`src/inc/bse_pkg.sv`:
```
// Shared types and constants for the branch and shift execution unit
package bse_pkg;

  // ----------------------------------------------------------------
  // Widths, reset values and stack steps
  // ----------------------------------------------------------------
  localparam logic [15:0] ADDR_RESET = 16'h0000;
  localparam logic [7:0] BYTE_RESET = 8'h00;
  localparam logic [15:0] STACK_ONE = 16'h0001;
  localparam logic [15:0] STACK_TWO = 16'h0002;
  localparam logic [7:0] COUNT_ONE = 8'h01;

  // ----------------------------------------------------------------
  // Flag bit positions inside the flag byte
  // ----------------------------------------------------------------
  localparam int FLAG_CARRY = 0;
  localparam int FLAG_PARITY = 2;
  localparam int FLAG_ZERO = 6;
  localparam int FLAG_SIGN = 7;

  // ----------------------------------------------------------------
  // Operation, shift kind, condition code and state encodings
  // ----------------------------------------------------------------
  typedef enum logic [3:0] {
    OP_ABS_JUMP    = 4'h0,
    OP_IND_JUMP    = 4'h1,
    OP_REL_JUMP    = 4'h2,
    OP_DEC_BRANCH  = 4'h3,
    OP_CALL        = 4'h4,
    OP_RETURN      = 4'h5,
    OP_SHIFT_REG   = 4'h6,
    OP_SHIFT_MEM   = 4'h7,
    OP_DIGIT_LEFT  = 4'h8,
    OP_DIGIT_RIGHT = 4'h9
  } bse_op_t;

  typedef enum logic [2:0] {
    SH_ROT_LEFT_CIRC   = 3'h0,
    SH_ROT_LEFT_CARRY  = 3'h1,
    SH_ROT_RIGHT_CIRC  = 3'h2,
    SH_ROT_RIGHT_CARRY = 3'h3,
    SH_LEFT_ARITH      = 3'h4,
    SH_RIGHT_ARITH     = 3'h5,
    SH_RIGHT_LOGIC     = 3'h6
  } bse_shift_t;

  typedef enum logic [2:0] {
    COND_NONZERO = 3'h0,
    COND_ZERO    = 3'h1,
    COND_NOCARRY = 3'h2,
    COND_CARRY   = 3'h3,
    COND_PAR_ODD = 3'h4,
    COND_PAR_EVN = 3'h5,
    COND_PLUS    = 3'h6,
    COND_MINUS   = 3'h7
  } bse_cond_t;

  typedef enum logic [6:0] {
    ST_IDLE      = 7'h01,
    ST_PUSH_HIGH = 7'h02,
    ST_PUSH_LOW  = 7'h04,
    ST_POP_LOW   = 7'h08,
    ST_POP_HIGH  = 7'h10,
    ST_MEM_READ  = 7'h20,
    ST_MEM_WRITE = 7'h40
  } bse_state_t;

endpackage

```
`src/rtl/bse_exec_unit.sv`:
```
// Execution unit for jumps, calls, returns, rotates and shifts
// ------------------------------------------------------------------
// Overview of operation
// [RULE1] Indirect jump loads the program counter from the named register pair.
// [RULE2] Conditional direct jump loads the immediate target only if condition holds.
// [RULE3] Decrement-branch decrements B and branches only if the result is nonzero.
// [RULE4] Taken call writes return high byte to SP-1, low to SP-2, then jumps.
// [RULE5] Return loads low byte from SP and high byte from SP+1.
// [RULE6] Circular left rotate moves bit 7 into bit 0.
// [RULE7] Circular right rotate moves bit 0 into bit 7.
// [RULE8] Left rotate via carry: old carry into bit 0, bit 7 into carry.
// [RULE9] Right rotate via carry: old carry into bit 7, bit 0 into carry.
// [RULE10] Arithmetic left shift fills bit 0 with zero.
// [RULE11] Arithmetic right shift keeps sign bit 7.
// [RULE12] Logical right shift fills bit 7 with zero.
// [RULE13] Same rotates and shifts on a memory byte by read, modify, write.
// [RULE14] Memory logical right shift puts zero in bit 7, bit 0 to carry.
// [RULE15] Left digit rotate moves nibbles leftward across accumulator and memory.
// [RULE16] Right digit rotate moves the same nibbles the opposite way.
// [RULE17] Relative displacement is signed 8-bit, added to next instruction address.
// [RULE18] Untaken jump, call or return skips the instruction, stack untouched.
// ------------------------------------------------------------------
`timescale 1ns/100ps
module bse_exec_unit (
  input wire logic clk,
  input wire logic rst_n,
  input wire logic start,
  input wire bse_pkg::bse_op_t op,
  input wire logic use_cond,
  input wire bse_pkg::bse_cond_t condition_code,
  input wire bse_pkg::bse_shift_t shift_kind,
  input wire logic [7:0] flags_in,
  input wire logic [15:0] pc_next_in,
  input wire logic [15:0] imm_in,
  input wire logic [7:0] disp_in,
  input wire logic [15:0] pair_in,
  input wire logic [15:0] pointer_pair,
  input wire logic [15:0] sp_in,
  input wire logic [7:0] b_in,
  input wire logic [7:0] acc_in,
  input wire logic [7:0] reg_in,
  input wire logic [7:0] mem_rdata,
  input wire logic mem_ack,
  output logic busy,
  output logic done,
  output logic [15:0] pc_out,
  output logic pc_we,
  output logic [15:0] sp_out,
  output logic sp_we,
  output logic [7:0] b_out,
  output logic b_we,
  output logic [7:0] acc_out,
  output logic acc_we,
  output logic [7:0] reg_out,
  output logic reg_we,
  output logic carry_out,
  output logic carry_we,
  output logic [15:0] mem_addr,
  output logic [7:0] mem_wdata,
  output logic mem_rd,
  output logic mem_wr
);
  import bse_pkg::*;

  // ----------------------------------------------------------------
  // Condition decode
  // ----------------------------------------------------------------
  function automatic logic cond_met(input bse_cond_t code, input logic [7:0] f);
    case (code)
      COND_NONZERO: cond_met = !f[FLAG_ZERO];
      COND_ZERO: cond_met = f[FLAG_ZERO];
      COND_NOCARRY: cond_met = !f[FLAG_CARRY];
      COND_CARRY: cond_met = f[FLAG_CARRY];
      COND_PAR_ODD: cond_met = !f[FLAG_PARITY];
      COND_PAR_EVN: cond_met = f[FLAG_PARITY];
      COND_PLUS: cond_met = !f[FLAG_SIGN];
      COND_MINUS: cond_met = f[FLAG_SIGN];
      default: cond_met = 1'b0;
    endcase
  endfunction

  bse_state_t state;
  bse_state_t next_state;
  bse_op_t lat_op;
  bse_shift_t lat_kind;
  logic lat_carry;
  logic [7:0] lat_acc;
  logic [15:0] lat_sp;
  logic [15:0] lat_ret;
  logic [15:0] lat_target;
  logic next_done, next_pc_we, next_sp_we, next_b_we;
  logic next_acc_we, next_reg_we, next_carry_we, next_carry_out;
  logic next_mem_rd, next_mem_wr;
  logic [15:0] next_pc_out, next_sp_out, next_mem_addr;
  logic [7:0] next_b_out, next_acc_out, next_reg_out, next_mem_wdata;
  logic [7:0] shift_dout;
  logic shift_cout;

  // ----------------------------------------------------------------
  // Datapath decode
  // ----------------------------------------------------------------
  wire in_idle = (state == ST_IDLE);
  wire accept = start && in_idle;
  wire cond_ok = !use_cond || cond_met(condition_code, flags_in);
  wire [7:0] b_dec = b_in - COUNT_ONE; // [RULE3]
  wire [15:0] disp_ext = {{8{disp_in[7]}}, disp_in};
  wire [15:0] rel_target = pc_next_in + disp_ext; // [RULE17]
  wire [15:0] jump_target = (op == OP_IND_JUMP) ? pair_in : // [RULE1]
                            (op == OP_ABS_JUMP) ? imm_in : rel_target;
  wire taken = (op == OP_DEC_BRANCH) ? (b_dec != BYTE_RESET) : cond_ok; // [RULE2] [RULE3]
  wire is_digit = (lat_op == OP_DIGIT_LEFT) || (lat_op == OP_DIGIT_RIGHT);
  wire digit_left = (lat_op == OP_DIGIT_LEFT);
  // Memory gets old low nibble moved up plus acc low nibble, or the reverse
  wire [7:0] digit_mem = digit_left ? {mem_rdata[3:0], lat_acc[3:0]} // [RULE15]
                                    : {lat_acc[3:0], mem_rdata[7:4]}; // [RULE16]
  wire [7:0] digit_acc = digit_left ? {lat_acc[7:4], mem_rdata[7:4]} // [RULE15]
                                    : {lat_acc[7:4], mem_rdata[3:0]}; // [RULE16]
  // One shifter serves both the register form and the memory form
  wire bse_shift_t sh_kind = bse_shift_t'(in_idle ? shift_kind : lat_kind);
  wire [7:0] sh_din = in_idle ? reg_in : mem_rdata;
  wire sh_cin = in_idle ? flags_in[FLAG_CARRY] : lat_carry;

  bse_shift_unit u_shift (
    .kind(sh_kind),
    .din(sh_din),
    .cin(sh_cin),
    .dout(shift_dout),
    .cout(shift_cout)
  );

  // ----------------------------------------------------------------
  // Sequencer
  // ----------------------------------------------------------------
  always_comb begin
    next_state = state;
    next_done = 1'b0;
    next_pc_we = 1'b0;
    next_sp_we = 1'b0;
    next_b_we = 1'b0;
    next_acc_we = 1'b0;
    next_reg_we = 1'b0;
    next_carry_we = 1'b0;
    next_pc_out = pc_out;
    next_sp_out = sp_out;
    next_b_out = b_out;
    next_acc_out = acc_out;
    next_reg_out = reg_out;
    next_carry_out = carry_out;
    next_mem_addr = mem_addr;
    next_mem_wdata = mem_wdata;
    next_mem_rd = mem_rd;
    next_mem_wr = mem_wr;
    case (state)
      ST_IDLE: begin
        if (accept) begin
          case (op)
            OP_CALL, OP_RETURN: begin
              if (!cond_ok) begin
                next_pc_out = pc_next_in; // [RULE18]
                next_pc_we = 1'b1;
                next_done = 1'b1;
              end else if (op == OP_CALL) begin
                next_state = ST_PUSH_HIGH;
                next_mem_wr = 1'b1;
                next_mem_addr = sp_in - STACK_ONE; // [RULE4]
                next_mem_wdata = pc_next_in[15:8];
              end else begin
                next_state = ST_POP_LOW;
                next_mem_rd = 1'b1;
                next_mem_addr = sp_in; // [RULE5]
              end
            end
            OP_SHIFT_MEM, OP_DIGIT_LEFT, OP_DIGIT_RIGHT: begin
              next_state = ST_MEM_READ;
              next_mem_rd = 1'b1;
              next_mem_addr = pointer_pair; // [RULE13]
            end
            OP_SHIFT_REG: begin
              next_reg_out = shift_dout;
              next_reg_we = 1'b1;
              next_carry_out = shift_cout;
              next_carry_we = 1'b1;
              next_done = 1'b1;
            end
            OP_DEC_BRANCH: begin
              next_b_out = b_dec; // [RULE3]
              next_b_we = 1'b1;
              next_pc_out = taken ? rel_target : pc_next_in; // [RULE3]
              next_pc_we = 1'b1;
              next_done = 1'b1;
            end
            default: begin
              next_pc_out = taken ? jump_target : pc_next_in; // [RULE1] [RULE2] [RULE18]
              next_pc_we = 1'b1;
              next_done = 1'b1;
            end
          endcase
        end
      end
      ST_PUSH_HIGH: begin
        if (mem_ack) begin
          next_state = ST_PUSH_LOW;
          next_mem_addr = lat_sp - STACK_TWO; // [RULE4]
          next_mem_wdata = lat_ret[7:0];
        end
      end
      ST_PUSH_LOW: begin
        if (mem_ack) begin
          next_state = ST_IDLE;
          next_mem_wr = 1'b0;
          next_sp_out = lat_sp - STACK_TWO;
          next_sp_we = 1'b1;
          next_pc_out = lat_target; // [RULE4]
          next_pc_we = 1'b1;
          next_done = 1'b1;
        end
      end
      ST_POP_LOW: begin
        if (mem_ack) begin
          next_state = ST_POP_HIGH;
          next_pc_out = {pc_out[15:8], mem_rdata}; // [RULE5]
          next_mem_addr = lat_sp + STACK_ONE; // [RULE5]
        end
      end
      ST_POP_HIGH: begin
        if (mem_ack) begin
          next_state = ST_IDLE;
          next_mem_rd = 1'b0;
          next_pc_out = {mem_rdata, pc_out[7:0]}; // [RULE5]
          next_pc_we = 1'b1;
          next_sp_out = lat_sp + STACK_TWO;
          next_sp_we = 1'b1;
          next_done = 1'b1;
        end
      end
      ST_MEM_READ: begin
        if (mem_ack) begin
          next_state = ST_MEM_WRITE;
          next_mem_rd = 1'b0;
          next_mem_wr = 1'b1;
          next_mem_wdata = is_digit ? digit_mem : shift_dout; // [RULE13] [RULE14]
          next_acc_out = is_digit ? digit_acc : acc_out;
          next_carry_out = is_digit ? carry_out : shift_cout; // [RULE14]
        end
      end
      ST_MEM_WRITE: begin
        if (mem_ack) begin
          // Register results are released only once memory holds the new byte
          next_state = ST_IDLE;
          next_mem_wr = 1'b0;
          next_acc_we = is_digit;
          next_carry_we = !is_digit;
          next_done = 1'b1;
        end
      end
      default: begin
        next_state = ST_IDLE;
        next_mem_rd = 1'b0;
        next_mem_wr = 1'b0;
      end
    endcase
  end

  // ----------------------------------------------------------------
  // State and output registers
  // ----------------------------------------------------------------
  always_ff @(posedge clk) begin
    if (!rst_n) begin
      state <= ST_IDLE;
      {busy, done, pc_we, sp_we, b_we, acc_we, reg_we, carry_we} <= 8'h00;
      {mem_rd, mem_wr, carry_out} <= 3'h0;
      {pc_out, sp_out, mem_addr} <= {ADDR_RESET, ADDR_RESET, ADDR_RESET};
      {b_out, acc_out, reg_out, mem_wdata} <= {4{BYTE_RESET}};
    end else begin
      state <= next_state;
      busy <= (next_state != ST_IDLE);
      {done, pc_we, sp_we, b_we} <= {next_done, next_pc_we, next_sp_we, next_b_we};
      {acc_we, reg_we, carry_we} <= {next_acc_we, next_reg_we, next_carry_we};
      {mem_rd, mem_wr, carry_out} <= {next_mem_rd, next_mem_wr, next_carry_out};
      {pc_out, sp_out, mem_addr} <= {next_pc_out, next_sp_out, next_mem_addr};
      {b_out, acc_out, reg_out} <= {next_b_out, next_acc_out, next_reg_out};
      mem_wdata <= next_mem_wdata;
    end
  end

  // Operands held for multi-cycle operations
  always_ff @(posedge clk) begin
    if (!rst_n) begin
      lat_op <= OP_ABS_JUMP;
      lat_kind <= SH_ROT_LEFT_CIRC;
      lat_carry <= 1'b0;
      lat_acc <= BYTE_RESET;
      {lat_sp, lat_ret, lat_target} <= {ADDR_RESET, ADDR_RESET, ADDR_RESET};
    end else if (accept) begin
      lat_op <= op;
      lat_kind <= shift_kind;
      lat_carry <= flags_in[FLAG_CARRY];
      lat_acc <= acc_in;
      {lat_sp, lat_ret, lat_target} <= {sp_in, pc_next_in, imm_in};
    end
  end
endmodule

```
`src/rtl/bse_shift_unit.sv`:
```
// Combinational rotate and shift datapath for one byte and the carry
`timescale 1ns/100ps
module bse_shift_unit (
  input wire bse_pkg::bse_shift_t kind,
  input wire logic [7:0] din,
  input wire logic cin,
  output logic [7:0] dout,
  output logic cout
);
  import bse_pkg::*;

  always_comb begin
    dout = din;
    cout = cin;
    case (kind)
      SH_ROT_LEFT_CIRC: begin
        dout = {din[6:0], din[7]}; // [RULE6]
        cout = din[7];
      end
      SH_ROT_LEFT_CARRY: begin
        dout = {din[6:0], cin}; // [RULE8]
        cout = din[7];
      end
      SH_ROT_RIGHT_CIRC: begin
        dout = {din[0], din[7:1]}; // [RULE7]
        cout = din[0];
      end
      SH_ROT_RIGHT_CARRY: begin
        dout = {cin, din[7:1]}; // [RULE9]
        cout = din[0];
      end
      SH_LEFT_ARITH: begin
        dout = {din[6:0], 1'b0}; // [RULE10]
        cout = din[7];
      end
      SH_RIGHT_ARITH: begin
        dout = {din[7], din[7:1]}; // [RULE11]
        cout = din[0];
      end
      SH_RIGHT_LOGIC: begin
        dout = {1'b0, din[7:1]}; // [RULE12] [RULE14]
        cout = din[0];
      end
      default: begin
        dout = din;
        cout = cin;
      end
    endcase
  end

endmodule

```
`config.mk`:
```
export PLATFORM = sky130hd
export DESIGN_NAME = bse_exec_unit
export DESIGN_NICKNAME = d
export VERILOG_FILES = /design/src/inc/bse_pkg.sv /design/src/rtl/bse_exec_unit.sv /design/src/rtl/bse_shift_unit.sv
export SDC_FILE = /design/constraint.sdc
export NUM_CORES = 1
export LEC_CHECK = 0
export BUFFER_PORTS_ARGS = -buffer_cell sky130_fd_sc_hd__buf_2
export CAP_MARGIN = 20
export CORE_UTILIZATION = 34
export DETAILED_ROUTE_END_ITERATION = 7
export SYNTH_ARGS = -nofsm -noshare
export SYNTH_HDL_FRONTEND = slang
export SYNTH_SLANG_ARGS = --single-unit
```
`constraint.sdc`:
```
create_clock -name clk -period 2.84 [get_ports clk]
set_clock_uncertainty 0.2 [all_clocks]
set_input_delay 0.426 -clock clk [delete_from_list [all_inputs] [get_ports clk]]
set_output_delay 0.426 -clock clk [all_outputs]
set_load 0.03 [all_outputs]
```
==> metrics.md <==
| Metric | Value |
|---|---|
| Utilization after layout | between 40% and 50% |
| Row cnt | 61 |
| Syn nets | between 1000 and 1500 |
| Clock network fraction of design power | between 30% and 40% |
| DRC viols | 0 |
| Total Nets Final | ~1700 |
| Max clock buf depth | 2 |
| Period utilization | a little over nine tenths |
| Switch Pwr | about 2.1 mW |
| DRT Pass-1 Iters | 6 |
| Sequential share of the synthesized area | roughly a third |
| Worst endpoint required time | 2940 ps |
| Layout Cells excl Fill | 1919 |
| RR Endpoint | mem_wdata[0]$_SDFFE_PN0P_ |
| Gates resized, CTS repair | 0 |
| Tot GR Track Use | around a quarter |
| Hold Path End | b_out[0]$_SDFFE_PN0P_ |
| Post-synth EDFFs | 0 |
| Layout cell share with drive strength beyond 1 | ~26% |
| Hpwl dp | approximately 27000 µm |
| Combinational Power Share | between 20% and 30% |
| FF+latch count, synth | 154 |
| Core Area | around 28000 µm² |
| Slew Viols, Final | 0 |
| Clock Sinks | 154 |
| # hold bufs at CTS | 0 |
| Initial Utilization | around a third |
| Crit-path max FO | 6 |
| Routed via count | about 11000 |
| Crit path DAT | between 2000 and 3000 ps |
| Slew headroom | between 20 and 30% |
| Max Freq | between 300 and 400 MHz |
| RSZ-0062 raised after global routing | yes |
| Die area | 29400 µm² |
| Async SR Flop Fraction | 0% |
| Clock slew at reported path FFs | 70 ps |
| Max IR drop VDD | around 0.43 mV |
| Netlist cell types | 91 |
| Setup repair bufs after CTS | 0 |
| Class of the tightest hold or removal check | primary input to flop |
| Filler cells | slightly below 3000 |
| Largest net degree at the start of global routing | 59 |
| Clk Latency, worst-skew pair | about 430 ps |
| Critical setup path kind | flop to flop |
| Share of power burned in registers | between 30% and 40% |
| Footprint of the multi-input gates | 6230 µm² |
| Fin. Hold Viols | 0 |
| Mapped cell area | 9780 µm² |
| Crit Reg-Reg Startpoint | state[0]$_SDFF_PN1_ |
| Hold path cells | 2 |
| Storage element area | approximately 3000 µm² |
| Number of I/O pins | 234 |
| Reg2Reg Setup Slack | 140 ps |
| Sum of negative setup slack | 0 ps |
| Setup crit start kind | flop |
| Grt ovf | 0 |
| Critical Path Max Stage Delay | between 300 and 400 ps |
| Min Tclk post-route | 2700 ps |
| Internal | 4.41 mW |
| Pwr/cell area | 523 nW/µm² |
| DRT iter0 DRCs | 814 |
| Vias in the first global route | 9845 |
| Die Y-Extent | 172 µm |
| Wire length per cell | between 15 and 20 µm |
| Hold_sp | b_in[0] |
| Wire length of the first global-routing pass | 54300 µm |
| Max Cap Viol | 0 |
| Final setup vio count | 0 |
| Post-route ant nets | 0 |
| Slew @ Worst Pin | roughly 1100 ps |
| CTS root buf | clkbuf_16 |
| Post-Synthesis Cells | roughly 1300 |
| Net Sw Frac | around 32% |
| Status | finished clean |
| DR vias/cell | around 5.5 |
| Slowest-stage cell, CP | dfxtp_1 |
| CTS buffer count | 17 |
| Synth Warn # | 0 |
| Die W | 172 µm |
| Primary FF master, synth | dfxtp_1 |
| CTS tree | yes |
| PnR worst setup slack | around 140 ps |
| Critical path endpoint category | flop |
| LEAKAGE | approximately 5.2 nW |
| Area grow syn2layout | 27.0% |
| Mean Syn Cell Area | ~7.7 µm² |
| Setup Slack @ Placement | -41.8 ps |
| Reg2reg path depth | 9 |
| Antenna violations before repair | 3 |
| Worst path cell trace | buf_4 > nor2b_1 > nand3_1 > buf_4 > mux2i_1 > mux2i_1 > mux2_2 > a21oi_1 > a21oi_1 |
| Final Wtd Congestion | 0.936 |
| Number of buffers added on ports | 229 |
| Drt total wl | 35500 µm |
| Htree depth | 4 |
| Placed Instances | 1885 |
-- cells by family after synthesis --
kind of cell | share of synthesized area (%)
xor+xnor | 4.21
mux | 8.19
buf+inv | 4.84
fa+ha+maj | 2.89
compound gates | 25.8
flops | 31.5
simple gates | 22.6
-- registers in the layout (all words and copies together) (netlist names), 3 cells and up --
register	count
lat_sp	16
lat_target	16
mem_addr	16
pc_out	16
sp_out	16
acc_out	8
b_out	8
lat_acc	8
lat_ret	8
mem_wdata	8
reg_out	8
state	7
lat_op	4
lat_kind	3
-- per-layer routing --
metal	up-vias	share of wire, %	track usage (%)
met5	-	0.034	0
met4	2	2.9	8.77
met3	57	7.2	4.92
met2	394	47	40.4
met1	4924	42	29.9
li1	5155	-	-
-- power by group through the flow --
| stage | clock [mW] | combinational [mW] | sequential [mW] |
|---|---|---|---|
| 6_report | 2.49 | 1.63 | 2.38 |
| 3_5_place_dp | 0 | 1.62 | 2.42 |
| 4_1_cts | 2.53 | 1.62 | 2.37 |
| 2_1_floorplan | 0 | 0.939 | 2.50 |
| 5_1_grt | 2.61 | 1.78 | 2.39 |
| 3_3_place_gp | 0 | 1.60 | 2.42 |
-- cell type report --
class                   instances  area share, %
clock buffers                  19           3.48
diodes                          3         0.0604
well taps                     378           3.81
inverters                      21          0.645
multi-input cells            1007           50.1
repair buffers                325           15.5
flip-flops and latches        154           24.8
clock inverters                12           1.51
-- cell usage after synthesis (all sizes together) (20+ instances only) --
library cell  number  area (µm²)
a211oi            25         193
a21oi            150         751
a22oi             24         180
a31oi             22         138
buf               25         139
clkbuf            68         255
dfxtp            154        3080
ha                21         263
inv               20        75.1
mux2i             63         643
nand2            214         811
nand3             27         140
nor2             106         400
nor3              29         160
o21ai             75         375
xnor2             25         219
xor2              22         193
-- per-stage QoR --
step / power [mW] / hold slack [ps] / instance area, µm²
global route: 6.78 / 20.5 / 12400
floorplan: 3.44 / 231 / 9780
detailed placement: 4.04 / 240 / 11800
CTS: 6.53 / 9.45 / 12400
finish: 6.49 / 23.2 / 12400
global placement: 4.02 / 238 / 11800
-- layout by cell type, fill, tap and decap left out, drive strengths merged, types with 7 or more instances in the layout --
master and count:
a21oi 150, nand2b 8, mux2 12, o22ai 8, and2 13, nand2 214
buf 325, dfxtp 154, nand3 27, a31oi 22, a22oi 24, xor2 22
a311oi 7, a211oi 25, or3 12, nor3 29, nand4 8, xnor2 25
nor4 8, o211ai 13, mux2i 63, nor2 106, clkbuf 19, o221ai 11
o21ai 75, ha 21, inv 23, and3 7
-- worst max-delay path: cells and delay by family, from the launching register on --
family	cells	cell delay, ps
muxes	3	710
and+or+nand+nor	2	560
buffers and inverters	2	440
DFF	1	370
AOI/OAI and AO/OA	2	270
-- worst max-delay path by stage --
| stage | startpoint | to | slack [ps] | cells after the start |
|---|---|---|---|---|
| 3_5_place_dp | pc_next_in[0] | pc_out[10]$_SDFFE_PN0P_ | -40 | 10 |
| 5_1_grt | state[0]$_SDFF_PN1_ | mem_wdata[0]$_SDFFE_PN0P_ | -2 | 9 |
| 2_1_floorplan | op[0] | pc_out[11]$_SDFFE_PN0P_ | 210 | 9 |
| 3_3_place_gp | pc_next_in[0] | pc_out[10]$_SDFFE_PN0P_ | -50 | 10 |
| 6_report | state[0]$_SDFF_PN1_ | mem_wdata[0]$_SDFFE_PN0P_ | 140 | 9 |
| 4_1_cts | state[0]$_SDFF_PN1_ | mem_wdata[0]$_SDFFE_PN0P_ | 170 | 9 |
Note: power is estimated with default switching activity, not from simulation.
